## src/adc_ctrl_pkg.sv

```systemverilog
// How it works
// - stop3 without async clock aborts to idle
// - stop3 entry/exit keeps result registers
// - after stop3 abort wait fresh trigger
// - async clock selected keeps running in stop3
// - running conversion completes; stop3 starts by trigger/continuous
// - completion in stop3 sets flag, wakes if enabled
// - stop1/stop2 disables, registers reset
// - configuration field layout bits 7..0
// - mode 10 ten-bit, clock 00 bus, divide 00
// - status two: active, trigger, compare, greater
// - status two bits 3:0 read zero
// - status one: complete, irq enable, continuous, channel
// - single conversion; channel code selects input
// - pin control bit disables digital io only
// - saturate to full-scale or zero codes
// - sample 3.5 or 23.5 conversion-clock cycles; code samples 4 or 24 whole ticks
// - status one write aborts, restarts unless all ones or hardware trigger selected
// - 10-bit mode: high read, low unread discards new result
// - compare gates flag and transfer
package adc_ctrl_pkg;
   localparam logic [3:0] ADDR_CFG = 4'h0;
   localparam logic [3:0] ADDR_SC2 = 4'h1;
   localparam logic [3:0] ADDR_SC1 = 4'h2;
   localparam logic [3:0] ADDR_RES_HI = 4'h3;
   localparam logic [3:0] ADDR_RES_LO = 4'h4;
   localparam logic [3:0] ADDR_CMP_HI = 4'h5;
   localparam logic [3:0] ADDR_CMP_LO = 4'h6;
   localparam logic [3:0] ADDR_PIN_ONE = 4'h7;
   localparam logic [3:0] ADDR_PIN_TWO = 4'h8;
   localparam int BIT_LP = 7;
   localparam int BIT_DIV_HI = 6;
   localparam int BIT_DIV_LO = 5;
   localparam int BIT_LSMP = 4;
   localparam int BIT_MODE_HI = 3;
   localparam int BIT_MODE_LO = 2;
   localparam int BIT_ACT = 7;
   localparam int BIT_TRG = 6;
   localparam int BIT_CFE = 5;
   localparam int BIT_CFGT = 4;
   localparam int BIT_CONV_COMPLETE_FLAG = 7;
   localparam int BIT_IEN = 6;
   localparam int BIT_CONT = 5;
   localparam logic [1:0] MODE_8 = 2'h0;
   localparam logic [1:0] MODE_10 = 2'h2;
   localparam logic [1:0] CLK_BUS = 2'h0;
   localparam logic [1:0] CLK_BUS_DIV2 = 2'h1;
   localparam logic [1:0] CLK_ASYNC = 2'h3;
   localparam logic [4:0] CH_OFF = 5'h1F;
   localparam logic [7:0] SC2_WMASK = 8'h70;
   localparam logic [7:0] SC1_WMASK = 8'h7F;
   localparam logic [7:0] BYTE_ZERO = 8'h00;
   localparam logic [9:0] FULL_10 = 10'h3FF;
   localparam logic [9:0] FULL_8 = 10'h0FF;
   localparam logic [9:0] ZERO_CODE = 10'h000;
   // half cycles: 3.5 and 23.5 conversion-clock cycles
   localparam int SAMPLE_SHORT_HALVES = 7;
   localparam int SAMPLE_LONG_HALVES = 47;
   localparam logic [5:0] SAMPLE_SHORT_CNT = 6'(SAMPLE_SHORT_HALVES);
   localparam logic [5:0] SAMPLE_LONG_CNT = 6'(SAMPLE_LONG_HALVES);
   localparam logic [5:0] SAMPLE_STEP = 6'h2;
   // whole ticks that cover the half-cycle windows
   localparam logic [5:0] SAMPLE_SHORT_TICKS = 6'h04;
   localparam logic [5:0] SAMPLE_LONG_TICKS = 6'h18;
   localparam logic [3:0] BITS_10 = 4'hA;
   localparam logic [3:0] BITS_8 = 4'h8;
   typedef struct packed {
      logic lp;
      logic [1:0] div;
      logic lsmp;
      logic [1:0] mode;
      logic [1:0] iclk;
   } cfg_t;
   typedef struct packed {
      logic ien;
      logic cont;
      logic [4:0] ch;
   } sc1_t;
   typedef struct packed {
      logic trg;
      logic cfe;
      logic cfgt;
   } sc2_t;
   typedef struct packed {
      logic [1:0] run_stop;
      logic stop3;
      logic deep_stop;
   } pwr_t;
endpackage : adc_ctrl_pkg

```

## src/adc_clk_div.sv

```systemverilog
`timescale 1ns/1ps
`default_nettype none
// conversion-clock enable from bus clock or async tick, divided 1/2/4/8
module adc_clk_div (
   // clock and reset
   input wire logic core_clk_i,
   input wire logic nrst_i,
   // control
   input wire logic [1:0] iclk_i,
   input wire logic [1:0] div_i,
   input wire logic async_tick_i,
   input wire logic run_i,
   // output
   output logic tick_o
);
   import adc_ctrl_pkg::*;
   logic [2:0] cnt_reg;
   logic src_tick;
   logic [2:0] lim;
   logic half_reg;
   always_comb begin
      unique case (iclk_i)
         CLK_BUS: src_tick = 1'b1;
         CLK_BUS_DIV2: src_tick = half_reg;
         default: src_tick = async_tick_i;
      endcase
      lim = 3'((4'h1 << div_i) - 4'h1);
   end
   always_ff @(posedge core_clk_i or negedge nrst_i) begin
      if (!nrst_i) begin
         half_reg <= 1'b0;
      end else begin
         half_reg <= ~half_reg;
      end
   end
   always_ff @(posedge core_clk_i or negedge nrst_i) begin
      if (!nrst_i) begin
         cnt_reg <= 3'h0;
      end else if (!run_i) begin
         cnt_reg <= 3'h0;
      end else if (src_tick) begin
         cnt_reg <= (cnt_reg >= lim) ? 3'h0 : 3'(cnt_reg + 3'h1);
      end
   end
   assign tick_o = run_i && src_tick && (cnt_reg >= lim);
endmodule : adc_clk_div
`default_nettype wire

```

## src/adc_low_power_mode_control.sv

```systemverilog
// Decided for this implementation: the address map and strobed register access.
`timescale 1ns/1ps
`default_nettype none
module adc_low_power_mode_control (
   // clock and reset
   input wire logic core_clk_i,
   input wire logic nrst_i,
   // register port
   input wire logic [3:0] addr_i,
   input wire logic [7:0] wdata_i,
   input wire logic wr_i,
   input wire logic rd_i,
   output logic [7:0] rdata_o,
   // power mode and triggers
   input wire adc_ctrl_pkg::pwr_t pwr_i,
   input wire logic hw_trig_i,
   input wire logic async_tick_i,
   // analog front end
   input wire logic cmp_hi_i,
   input wire logic at_high_ref_i,
   input wire logic at_low_ref_i,
   output logic [9:0] dac_trial_o,
   output logic sampling_o,
   output logic [4:0] channel_o,
   output logic [15:0] pin_dig_disable_o,
   // status
   output logic irq_o,
   output logic wake_o
);
   import adc_ctrl_pkg::*;
   typedef enum logic [1:0] {
      ST_IDLE = 2'b00,
      ST_SAMPLE = 2'b01,
      ST_CONVERT = 2'b10
   } state_t;
   state_t state_reg;
   cfg_t cfg_reg;
   sc1_t sc1_reg;
   sc2_t sc2_reg;
   logic conv_complete_flag_reg;
   logic [9:0] res_reg;
   logic [9:0] cmp_reg;
   logic [7:0] pin_one_reg;
   logic [7:0] pin_two_reg;
   logic hi_read_reg;
   logic [5:0] samp_reg;
   logic [1:0] stop3_sync_reg;
   logic [1:0] deep_sync_reg;
   logic [1:0] trig_sync_reg;
   logic stop3;
   logic deep;
   logic trig_rise;
   logic trig_prev_reg;
   logic async_sel;
   logic tick;
   logic sar_start;
   logic sar_done;
   logic sar_busy;
   logic [9:0] sar_code;
   logic [9:0] diff;
   logic cmp_ok;
   logic blocked;
   logic halt_stop3;
   logic wr_sc1;
   logic wr_mode;
   logic start_req;
   logic abort;
   logic soft_rst;
   logic ten_bit;
   logic [5:0] samp_lim;

   // pin inputs through two flops
   always_ff @(posedge core_clk_i or negedge nrst_i) begin
      if (!nrst_i) begin
         stop3_sync_reg <= 2'b00;
         deep_sync_reg <= 2'b00;
         trig_sync_reg <= 2'b00;
         trig_prev_reg <= 1'b0;
      end else begin
         stop3_sync_reg <= {stop3_sync_reg[0], pwr_i.stop3};
         deep_sync_reg <= {deep_sync_reg[0], pwr_i.deep_stop};
         trig_sync_reg <= {trig_sync_reg[0], hw_trig_i};
         trig_prev_reg <= trig_sync_reg[1];
      end
   end
   assign stop3 = stop3_sync_reg[1];
   assign deep = deep_sync_reg[1];
   assign trig_rise = trig_sync_reg[1] && !trig_prev_reg;
   assign soft_rst = deep;
   assign async_sel = (cfg_reg.iclk == CLK_ASYNC);
   assign ten_bit = (cfg_reg.mode == MODE_10);
   // without async clock the converter is held idle in stop3
   assign halt_stop3 = stop3 && !async_sel;

   assign wr_sc1 = wr_i && (addr_i == ADDR_SC1);
   assign wr_mode = wr_i && (addr_i == ADDR_SC2 || addr_i == ADDR_CFG
      || addr_i == ADDR_CMP_HI || addr_i == ADDR_CMP_LO);
   // in stop3 the cpu is halted, so only hardware or continuous starts
   assign start_req = (wr_sc1 && !sc2_reg.trg && wdata_i[4:0] != CH_OFF)
      || (sc2_reg.trg && trig_rise && sc1_reg.ch != CH_OFF);
   assign abort = wr_sc1 || wr_mode || halt_stop3 || soft_rst;

   // compare difference; result minus compare value
   assign diff = 10'(sar_code - cmp_reg);
   assign cmp_ok = !sc2_reg.cfe || (sc2_reg.cfgt ? (sar_code >= cmp_reg)
      : (sar_code < cmp_reg));
   assign blocked = ten_bit && hi_read_reg;

   assign samp_lim = cfg_reg.lsmp ? SAMPLE_LONG_CNT : SAMPLE_SHORT_CNT;

   adc_clk_div u_div (
      .core_clk_i(core_clk_i),
      .nrst_i(nrst_i),
      .iclk_i(cfg_reg.iclk),
      .div_i(cfg_reg.div),
      .async_tick_i(async_tick_i),
      .run_i(state_reg != ST_IDLE),
      .tick_o(tick)
   );

   // the tick that completes the window hands over at once
   assign sar_start = (state_reg == ST_SAMPLE) && tick
      && (6'(samp_reg + SAMPLE_STEP) >= samp_lim);

   adc_sar_seq u_sar (
      .core_clk_i(core_clk_i),
      .nrst_i(nrst_i),
      .tick_i(tick),
      .start_i(sar_start),
      .abort_i(abort),
      .ten_bit_i(ten_bit),
      .cmp_hi_i(cmp_hi_i),
      .at_high_ref_i(at_high_ref_i),
      .at_low_ref_i(at_low_ref_i),
      .busy_o(sar_busy),
      .done_o(sar_done),
      .code_o(sar_code),
      .trial_o(dac_trial_o)
   );

   // conversion sequencing
   always_ff @(posedge core_clk_i or negedge nrst_i) begin
      if (!nrst_i) begin
         state_reg <= ST_IDLE;
         samp_reg <= 6'h00;
      end else if (soft_rst) begin
         state_reg <= ST_IDLE;
         samp_reg <= 6'h00;
      end else if (abort && !(wr_sc1 && start_req)) begin
         state_reg <= ST_IDLE;
         samp_reg <= 6'h00;
      end else if (start_req) begin
         state_reg <= ST_SAMPLE;
         samp_reg <= 6'h00;
      end else begin
         unique case (state_reg)
            ST_IDLE: samp_reg <= 6'h00;
            ST_SAMPLE: begin
               // counts half cycles: two per conversion-clock tick
               if (tick) begin
                  samp_reg <= 6'(samp_reg + SAMPLE_STEP);
               end
               if (sar_start) begin
                  state_reg <= ST_CONVERT;
               end
            end
            ST_CONVERT: begin
               if (sar_done) begin
                  // blocked results retrigger; compare miss ends single mode
                  if (blocked && !(sc2_reg.cfe && !cmp_ok && !sc1_reg.cont)) begin
                     state_reg <= ST_SAMPLE;
                  end else if (sc1_reg.cont) begin
                     state_reg <= ST_SAMPLE;
                  end else begin
                     state_reg <= ST_IDLE;
                  end
                  // every window starts empty, as long as the first
                  samp_reg <= 6'h00;
               end
            end
            default: state_reg <= ST_IDLE;
         endcase
      end
   end

   // ticks seen in the sample window, for the length check
   logic [5:0] samp_ticks_reg;
   always_ff @(posedge core_clk_i or negedge nrst_i) begin
      if (!nrst_i) begin
         samp_ticks_reg <= 6'h00;
      end else if (state_reg != ST_SAMPLE || sar_start || start_req) begin
         samp_ticks_reg <= 6'h00;
      end else if (tick) begin
         samp_ticks_reg <= 6'(samp_ticks_reg + 6'h01);
      end
   end

   // results survive stop3 and aborts; only reset or deep stop clear them
   always_ff @(posedge core_clk_i or negedge nrst_i) begin
      if (!nrst_i) begin
         res_reg <= ZERO_CODE;
         conv_complete_flag_reg <= 1'b0;
         hi_read_reg <= 1'b0;
      end else if (soft_rst) begin
         res_reg <= ZERO_CODE;
         conv_complete_flag_reg <= 1'b0;
         hi_read_reg <= 1'b0;
      end else begin
         if (sar_done && cmp_ok && !blocked && !abort) begin
            res_reg <= sc2_reg.cfe ? diff : sar_code;
            conv_complete_flag_reg <= 1'b1;
         end else if (wr_sc1 || wr_mode || (rd_i && addr_i == ADDR_RES_LO)) begin
            conv_complete_flag_reg <= 1'b0;
         end
         if (rd_i && addr_i == ADDR_RES_HI) begin
            hi_read_reg <= 1'b1;
         end else if (rd_i && addr_i == ADDR_RES_LO) begin
            hi_read_reg <= 1'b0;
         end
      end
   end

   // configuration registers
   always_ff @(posedge core_clk_i or negedge nrst_i) begin
      if (!nrst_i) begin
         cfg_reg <= '0;
         sc1_reg <= '{ien: 1'b0, cont: 1'b0, ch: CH_OFF};
         sc2_reg <= '0;
         cmp_reg <= ZERO_CODE;
         pin_one_reg <= BYTE_ZERO;
         pin_two_reg <= BYTE_ZERO;
      end else if (soft_rst) begin
         cfg_reg <= '0;
         sc1_reg <= '{ien: 1'b0, cont: 1'b0, ch: CH_OFF};
         sc2_reg <= '0;
         cmp_reg <= ZERO_CODE;
         pin_one_reg <= BYTE_ZERO;
         pin_two_reg <= BYTE_ZERO;
      end else if (wr_i) begin
         unique case (addr_i)
            ADDR_CFG: cfg_reg <= cfg_t'(wdata_i);
            ADDR_SC1: sc1_reg <= sc1_t'(wdata_i[BIT_IEN:0]);
            ADDR_SC2: sc2_reg <= sc2_t'(wdata_i[BIT_TRG:BIT_CFGT]);
            ADDR_CMP_HI: cmp_reg[9:8] <= wdata_i[1:0];
            ADDR_CMP_LO: cmp_reg[7:0] <= wdata_i;
            ADDR_PIN_ONE: pin_one_reg <= wdata_i;
            ADDR_PIN_TWO: pin_two_reg <= wdata_i;
            default: ;
         endcase
      end
   end

   // read port: data in the cycle after the strobe
   always_ff @(posedge core_clk_i or negedge nrst_i) begin
      if (!nrst_i) begin
         rdata_o <= BYTE_ZERO;
      end else if (rd_i) begin
         unique case (addr_i)
            ADDR_CFG: rdata_o <= cfg_reg;
            ADDR_SC1: rdata_o <= {conv_complete_flag_reg, sc1_reg};
            ADDR_SC2: rdata_o <= {state_reg != ST_IDLE, sc2_reg, 4'h0};
            ADDR_RES_HI: rdata_o <= {6'h00, ten_bit ? res_reg[9:8] : 2'b00};
            ADDR_RES_LO: rdata_o <= ten_bit ? res_reg[7:0] : res_reg[7:0];
            ADDR_CMP_HI: rdata_o <= {6'h00, cmp_reg[9:8]};
            ADDR_CMP_LO: rdata_o <= cmp_reg[7:0];
            ADDR_PIN_ONE: rdata_o <= pin_one_reg;
            ADDR_PIN_TWO: rdata_o <= pin_two_reg;
            default: rdata_o <= BYTE_ZERO;
         endcase
      end else begin
         rdata_o <= BYTE_ZERO;
      end
   end

   assign sampling_o = (state_reg == ST_SAMPLE);
   assign channel_o = sc1_reg.ch;
   // analog use never needs the bit; it only shuts the digital buffer
   assign pin_dig_disable_o = {pin_two_reg, pin_one_reg};
   assign irq_o = conv_complete_flag_reg && sc1_reg.ien;
   assign wake_o = irq_o && stop3;

   a_irq_set: assert property (@(posedge core_clk_i) disable iff (!nrst_i)
      sar_done && cmp_ok && !blocked && !abort && sc1_reg.ien |=> irq_o)
      else $error("irq not raised");
   a_stop3_idle: assert property (@(posedge core_clk_i) disable iff (!nrst_i)
      halt_stop3 && !start_req |=> state_reg == ST_IDLE) else $error("no abort");
   a_result_hold: assert property (@(posedge core_clk_i) disable iff (!nrst_i)
      !sar_done && !soft_rst |=> res_reg == $past(res_reg)) else $error("result moved");
   a_idle_stays: assert property (@(posedge core_clk_i) disable iff (!nrst_i)
      state_reg == ST_IDLE && !start_req |=> state_reg == ST_IDLE) else $error("self start");
   a_deep_reset: assert property (@(posedge core_clk_i) disable iff (!nrst_i)
      soft_rst |=> cfg_reg == '0 && !conv_complete_flag_reg) else $error("no deep reset");
   a_sc2_zeros: assert property (@(posedge core_clk_i) disable iff (!nrst_i)
      rd_i && addr_i == ADDR_SC2 |=> rdata_o[3:0] == 4'h0) else $error("sc2 low bits");
   a_block_drop: assert property (@(posedge core_clk_i) disable iff (!nrst_i)
      sar_done && blocked && !conv_complete_flag_reg && !wr_sc1 |=> !conv_complete_flag_reg) else $error("blocked set");
   a_cmp_gate: assert property (@(posedge core_clk_i) disable iff (!nrst_i)
      sar_done && !cmp_ok && !soft_rst |=> res_reg == $past(res_reg))
      else $error("cmp transfer");
   a_async_runs: assert property (@(posedge core_clk_i) disable iff (!nrst_i)
      stop3 && async_sel && state_reg == ST_CONVERT && !sar_done && !wr_i && !soft_rst
      |=> state_reg != ST_IDLE) else $error("async run aborted");
   a_sample_len: assert property (@(posedge core_clk_i) disable iff (!nrst_i)
      sar_start |-> 6'(samp_ticks_reg + 6'h01)
      == (cfg_reg.lsmp ? SAMPLE_LONG_TICKS : SAMPLE_SHORT_TICKS))
      else $error("sample length");
   a_sc1_restart: assert property (@(posedge core_clk_i) disable iff (!nrst_i)
      wr_sc1 && !sc2_reg.trg && wdata_i[4:0] != CH_OFF && !soft_rst
      |=> state_reg == ST_SAMPLE && !sar_busy) else $error("no restart");
   a_sc1_off: assert property (@(posedge core_clk_i) disable iff (!nrst_i)
      wr_sc1 && !start_req |=> state_reg == ST_IDLE) else $error("off channel started");
endmodule : adc_low_power_mode_control
`default_nettype wire

```

## src/adc_sar_seq.sv

```systemverilog
`timescale 1ns/1ps
`default_nettype none
// successive approximation against comparator input, with end saturation
module adc_sar_seq (
   // clock and reset
   input wire logic core_clk_i,
   input wire logic nrst_i,
   // control
   input wire logic tick_i,
   input wire logic start_i,
   input wire logic abort_i,
   input wire logic ten_bit_i,
   input wire logic cmp_hi_i,
   input wire logic at_high_ref_i,
   input wire logic at_low_ref_i,
   // result
   output logic busy_o,
   output logic done_o,
   output logic [9:0] code_o,
   output logic [9:0] trial_o
);
   import adc_ctrl_pkg::*;
   logic [3:0] bit_reg;
   logic [9:0] acc_reg;
   logic [9:0] full;
   logic [9:0] one_hot;
   assign full = ten_bit_i ? FULL_10 : FULL_8;
   assign one_hot = 10'(10'h001 << (bit_reg - 4'h1));
   assign trial_o = acc_reg | one_hot;
   assign busy_o = (bit_reg != 4'h0);
   always_ff @(posedge core_clk_i or negedge nrst_i) begin
      if (!nrst_i) begin
         bit_reg <= 4'h0;
         acc_reg <= ZERO_CODE;
         done_o <= 1'b0;
         code_o <= ZERO_CODE;
      end else begin
         done_o <= 1'b0;
         if (abort_i) begin
            bit_reg <= 4'h0;
         end else if (start_i) begin
            bit_reg <= ten_bit_i ? BITS_10 : BITS_8;
            acc_reg <= ZERO_CODE;
         end else if (busy_o && tick_i) begin
            if (cmp_hi_i) begin
               acc_reg <= trial_o;
            end
            bit_reg <= 4'(bit_reg - 4'h1);
            if (bit_reg == 4'h1) begin
               done_o <= 1'b1;
               if (at_high_ref_i) begin
                  code_o <= full;
               end else if (at_low_ref_i) begin
                  code_o <= ZERO_CODE;
               end else begin
                  code_o <= cmp_hi_i ? trial_o : acc_reg;
               end
            end
         end
      end
   end
endmodule : adc_sar_seq
`default_nettype wire

```

## config.mk

```make
export PLATFORM = sky130hd
export DESIGN_NAME = adc_low_power_mode_control
export DESIGN_NICKNAME = d
export VERILOG_FILES = /design/src/adc_ctrl_pkg.sv /design/src/adc_clk_div.sv /design/src/adc_low_power_mode_control.sv /design/src/adc_sar_seq.sv
export SDC_FILE = /design/constraint.sdc
export NUM_CORES = 1
export LEC_CHECK = 0
export BUFFER_PORTS_ARGS = -buffer_cell sky130_fd_sc_hd__buf_2
export CORE_ASPECT_RATIO = 0.8
export CORE_UTILIZATION = 35
export DETAILED_ROUTE_END_ITERATION = 10
export PLACE_DENSITY_LB_ADDON = 0.15
export RECOVER_POWER = 100
export SKIP_LAST_GASP = 1
export SLEW_MARGIN = 20
export SYNTH_ARGS = -nofsm -noshare
export SYNTH_HDL_FRONTEND = slang
export SYNTH_HIERARCHICAL = 1
export SYNTH_SLANG_ARGS = --single-unit
export TNS_END_PERCENT = 50
```

## constraint.sdc

```tcl
create_clock -name core_clk_i -period 3.81 [get_ports core_clk_i]
set_input_delay 0 -clock core_clk_i [delete_from_list [all_inputs] [get_ports core_clk_i]]
set_output_delay 0 -clock core_clk_i [all_outputs]
set_load 0.02 [all_outputs]
```

=== Yosys cells after proc, flatten, opt, wreduce, memory -nomap -nowiden ===
Index checks and enable logic that the tools add are counted.

* $add $sub $neg: 5
* Magnitude comparators: 4
* Equality and inequality tests: 21
* Shifts and indexed selects: 2
* Mux-type cells: 65
* Bitwise gates (word level): 4
* Reduce and logical (&&, ||, !) cells: 75

{| class="wikitable"
|+ Operators with widths
! operator !! count
|-
| 2-to-1 mux 10 bit || 11
|-
| 2-to-1 mux 8 bit || 11
|-
| case mux 8 bit (9 select lines) || 1
|-
| 2-to-1 mux 6 bit || 6
|-
| logical AND 1 bit || 26
|-
| nonzero test 2 bit || 11
|-
| 2-to-1 mux 7 bit || 3
|-
| 2-to-1 mux 3 bit || 6
|-
| case mux 6 bit (3 select lines) || 1
|-
| equality test 4 x 3 -> 1 bit, second input constant || 4
|-
| 2-to-1 mux 2 bit || 8
|-
| AND reduction 2 bit || 8
|-
| 2-to-1 mux 1 bit || 13
|-
| 2-to-1 mux 4 bit || 3
|-
| greater-or-equal comparator 10 bit || 1
|-
| zero test 1 bit || 10
|-
| less-than comparator 10 bit || 1
|-
| inequality test 5 x 1 -> 1 bit, second input constant || 2
|-
| inequality test 5 bit, second input constant || 2
|-
| bitwise OR 10 bit || 1
|-
| left shift 1 x 4 -> 10 bit, first input constant || 1
|-
| subtractor 10 bit || 1
|-
| logical OR 1 bit || 9
|-
| nonzero test 3 bit || 3
|-
| other kinds (24) || 33
|}

* Bits in registers: 108
* Input bits: 25

=== Depth between registers and ports, before layout ===
* Word-level depth: 14
* Mapped depth: 13
* Gate-level depth less buffers: 11

=== Modules after synthesis ===
Netlist, hierarchy kept.

{| class="wikitable"
|+ Modules (own cells, without submodules)
! module !! times used !! cells each !! area an instance (um^2)
|-
| adc_low_power_mode_control || 1 || 517 || 4678.2
|-
| adc_sar_seq || 1 || 145 || 1498.9
|-
| adc_clk_div || 1 || 33 || 304.0
|}

=== Least setup slack after synthesis ===
No wires, ideal clock.

* Path type: register -> register
* Start: register cfg_reg[6] (netlist bit)
* End: register u_sar.code_o[0]
* Arrival: 2.712 ns
* Slack: 0.970 ns
* Stages on the path, launching flop included: 13
* Clock period less this slack: 2.840 ns
* Path through: dfrtp_1 or2_2 ha_1 nand2b_1 a31oi_2 nor2_1 nand2_1 a21oi_1 nor2_1 nand4_4 or2_1 buf_6 o211ai_2

* Cells in the longest elaborated chain, start to end: 8
* Elaborated cells between the ends (all ways): 9

{| class="wikitable"
|+ RTL lines
! item !! line !! source
|-
| from (decl) || adc_low_power_mode_control.sv:37 || <nowiki>cfg_t cfg_reg;</nowiki>
|-
| from (signal assigned) || adc_low_power_mode_control.sv:241 || <nowiki>ADDR_CFG: cfg_reg <= cfg_t'(wdata_i);</nowiki>
|-
| left shift 1 x 2 -> 3 bit || adc_clk_div.sv:27 || <nowiki>lim = 3'((4'h1 << div_i) - 4'h1);</nowiki>
|-
| subtractor 3 x 1 -> 3 bit || adc_clk_div.sv:27 ||
|-
| greater-or-equal comparator 3 bit || adc_clk_div.sv:45 || <nowiki>assign tick_o = run_i && src_tick && (cnt_reg >= lim);</nowiki>
|-
| logical AND 1 bit || adc_clk_div.sv:45 ||
|-
| named net tick || adc_low_power_mode_control.sv:55 || <nowiki>logic tick;</nowiki>
|-
| logical AND 1 bit || adc_low_power_mode_control.sv:122 || <nowiki>assign sar_start = (state_reg == ST_SAMPLE) && tick</nowiki>
|-
| logical AND 1 bit || adc_low_power_mode_control.sv:123 || <nowiki>&& (6'(samp_reg + SAMPLE_STEP) >= samp_lim);</nowiki>
|-
| named net sar_start || adc_low_power_mode_control.sv:56 || <nowiki>logic sar_start;</nowiki>
|-
| inverter 1 bit (no line) || n/a ||
|-
| AND reduction 4 bit (no line) || n/a ||
|-
| to (signal assigned) || adc_sar_seq.sv:52 || <nowiki>code_o <= full;</nowiki>
|-
| to (signal assigned) || adc_sar_seq.sv:56 || <nowiki>code_o <= cmp_hi_i ? trial_o : acc_reg;</nowiki>
|-
| to (decl) || adc_sar_seq.sv:19 || <nowiki>output logic [9:0] code_o,</nowiki>
|}

The timed path passes the listed nets, and every way through them passes these cells.
A chain may end at the register's enable or synchronous reset.

=== Worst setup path after layout ===
* Start: register u_sar.code_o[0]
* End: register res_reg[5]

* Cells in the longest elaborated chain, start to end: 7
* Elaborated cells between the ends (all ways): 12

{| class="wikitable"
|+ RTL lines
! item !! line !! source
|-
| less-than comparator 10 bit / greater-or-equal comparator 10 bit (equally long branches) || adc_low_power_mode_control.sv:106, adc_low_power_mode_control.sv:105 ||
|-
| 2-to-1 mux 1 bit || adc_low_power_mode_control.sv:105 || <nowiki>assign cmp_ok = !sc2_reg.cfe || (sc2_reg.cfgt ? (sar_code >= cmp_reg)</nowiki>
|-
| logical OR 1 bit || adc_low_power_mode_control.sv:105 ||
|-
| logical AND 1 bit (3 in a row) || adc_low_power_mode_control.sv:209 || <nowiki>if (sar_done && cmp_ok && !blocked && !abort) begin</nowiki>
|-
| nonzero test 2 bit (no line) || n/a ||
|-
| to (signal assigned) || adc_low_power_mode_control.sv:210 || <nowiki>res_reg <= sc2_reg.cfe ? diff : sar_code;</nowiki>
|-
| to (decl) || adc_low_power_mode_control.sv:41 || <nowiki>logic [9:0] res_reg;</nowiki>
|}

Parallel ways exist; a longest one is shown, timed or not. The select of a mux whose other input is x is not followed.

==> results.py <==
metrics = {
    "logic_synthesis": {
        "synth_area_leaders": "dfrtp_1 39%, mux2i_1 5.6%, nand2_1 5.3%",
        "ys_types": 83,
        "ys.flop_type": "dfrtp_1",
        "netlist_instances": 695,
        "yosysWarnings": 6,
        "synth_fp_nets": 746,
        "ys_async_sr_fraction_pct": 100,
        "synthTopCellsByCount": "102 x dfrtp_1, 91 x nand2_1, 61 x a21oi_1, 38 x nor2_1, 36 x mux2i_1",
        "synth_area_leader_cell": "dfrtp_1",
        "yosysMostFrequentCell": "dfrtp_1",
        "yosysTopAreaCellShare_pct": 39.4,
        "syn_area_per_cell_um2": 9.33,
        "synth_edf_count": 0,
        "synth_seq_cells": 107,
        "syn-cell-area_mm2": 0.00648,
        "ys_seq_area_share_pct": 41.4,
    },
    "drt": {
        "post_drt_via_cell_ratio": 5.52,
        "drt_wl_total_um": 18400,
        "initialDrtViolationCount": 384,
        "wire_per_inst_um": 18.7,
        "route.detailed.drc": 0,
        "drtAntennaViolNets": 0,
        "first_pass_iters": 5,
        "num_vias": 5436,
    },
    "final_layout": {
        "drive_gt1_share_pct": 8.87,
        "area_growth_syn_to_layout_pct": 11.5,
        "multi_input_area_mm2": 0.00337,
        "antennaDiodeCount": 0,
        "nets": 801,
        "seq_area_mm2": 0.00268,
        "fill_cells": 1861,
    },
    "placement": {
        "portBuffers": 64,
        "gp_congestion": 0.879,
        "hpwl_um": 13400,
    },
    "worst_hold_path": {
        "worstHoldPathType": "in2reg",
    },
    "setup_path": {
        "worstSetupPathType": "reg2reg",
        "cp.required_ps": 4040,
        "timing.reg2reg.setup_slack_ps": 520,
        "end_kind": "flip-flop",
        "cp_max_fo": 10,
        "cp-start-kind": "flip-flop",
        "arrival_ps": 3530,
    },
    "timing": {
        "rsz0062_at_grt": "no",
        "slew_headroom_pct": -65.8,
        "final.setup.tns_ps": 0,
        "max_clock_freq_ghz": 0.304,
        "worstMarginPinSlew_ps": 2490,
        "slew_violations": 134,
        "setup_viol": 0,
        "hold_viol": 0,
        "period_needed_ps": 3290,
        "skew_ps": 5.99,
        "min_period_over_period_pct": 86.4,
    },
    "global_route": {
        "grt_overflow": 0,
        "gr-usage-all-layers_pct": 20.2,
        "antenna_found_initial": 0,
        "grt_pass1_vias": 5149,
        "grt_pass1_wl_um": 29400,
        "grt_max_degree": 76,
    },
    "clock_network": {
        "clkTransAtPathRegs_ps": 70,
        "clockRootBuffer": "clkbuf_16",
        "numCtsBuffers": 9,
        "clkLatencyLatePin_ps": 350,
        "cts.sinks": 107,
        "postCtsSetupBuffers": 0,
        "htreeDepth": 3,
        "tritoncts": "built",
        "max-clock-path-buffers": 2,
    },
    "power_and_ir_drop": {
        "power.density_mw_per_mm2": 327,
        "post-layout-total-power_mw": 2.36,
        "worst_ir_drop_vdd_uv": 177,
        "p_leak_nw": 3.15,
    },
    "floorplanning": {
        "pin_count": 67,
        "die_w_um": 154,
        "fp.dieH_um": 124,
        "fp-row-count": 44,
        "initial_core_util_pct": 35.8,
        "core_area_mm2": 0.0181,
        "dieArea_mm2": 0.0191,
    },
    "outcome": {
        "status": "finished, violations left",
        "violations": "max-capacitance violations, max-slew violations",
    },
    "job": {
        "maxCapViolations": 2,
    },
}
-- cell families (layout without fill, tap and decap cells) --
group | count (synthesis) | count (layout) | synth area share, %
AOI/OAI and AO/OA | 181 | 181 | 20.4
xor gates and xnor gates | 9 | 9 | 1.22
adders and majority gates | 26 | 26 | 5.14
buffers and inverters | 74 | 134 | 5.27
DFF | 107 | 107 | 41.4
muxes | 39 | 39 | 6.31
and+or+nand+nor | 259 | 259 | 20.3
-- power by group --
group	internal (mW)	total, mW	switching (mW)
logic	0.0552	0.184	0.128
clock network	0.597	1.02	0.425
registers	1.15	1.16	0.0101
-- stage by stage --
stage	cell area [um2]	setup slack [ps]	cells	util, %	hold WS, ps
CTS	7380	579	985	40.8	6.22
global route	7220	254	985	39.9	34.8
detailed placement	6920	619	955	38.2	118
global placement	6920	695	955	38.2	109
finish	7220	517	985	39.9	18.7
floorplan	6480	970	695	-	-296
-- path summary, 6_finish.rpt --
check	from	endpoint	cells after the start
setup / recovery	u_sar/code_o[0]$_DFFE_PN0P_	res_reg[5]$_DFFE_PN0P_	10
hold / removal	wr_i	pin_two_reg[7]$_DFFE_PN0P_	3
setup reg to reg	u_sar/code_o[0]$_DFFE_PN0P_	res_reg[5]$_DFFE_PN0P_	10
hold reg to reg	deep_sync_reg[0]$_DFF_PN0_	deep_sync_reg[1]$_DFF_PN0_	0
max in group asynchronous	nrst_i	sc1_reg[6]$_DFFE_PN0P_	3
min in group asynchronous	nrst_i	pin_two_reg[3]$_DFFE_PN0P_	2
-- repair_timing --
action	in CTS	in global routing
resized for setup	0	0
hold buffers	14	0
setup endpoints to repair	0	0
hold endpoints to repair	98	0
-- final cells by class --
cell class | instances | share of cell area (%)
Clock buffer | 12 | 3.41
Clock inverter | 4 | 1.02
Inverter | 34 | 1.77
Multi-Input combinational cell | 514 | 46.6
Sequential cell | 107 | 37.1
Tap cell | 230 | 3.98
Timing Repair Buffer | 84 | 6.06
-- critical path: stages, from the launching register on --
cell and delay [ps]:
dfrtp_1 400, inv_1 70, ha_1 160, inv_1 50, fa_1 390, a21o_1 200, a221oi_1 490, nand3b_1 290
nand4_1 170, clkbuf_1 580, mux2_1 380
-- cells in the final DEF, fill, tap and decap left out, drive strengths merged, types with 13 or more instances in the layout --
cell           n
dfrtp        102
nand2         92
a21oi         62
clkbuf        58
nor2          39
mux2i         36
nand3         35
inv           35
ha            25
o21ai         24
buf           24
nor3          16
nand2b        14
dlygate4sd3   14
a21o          13
-- per-layer routing --
layer  vias up  GRT usage, %  part of all wire (%)
li1       2596             -                     -
met1      2667          29.9                    51
met2       155          29.7                    42
met3        18          4.14                   5.9
met4         0          5.13                   1.3
met5         -             0                     0
Note: power is estimated with default switching activity, not from simulation.
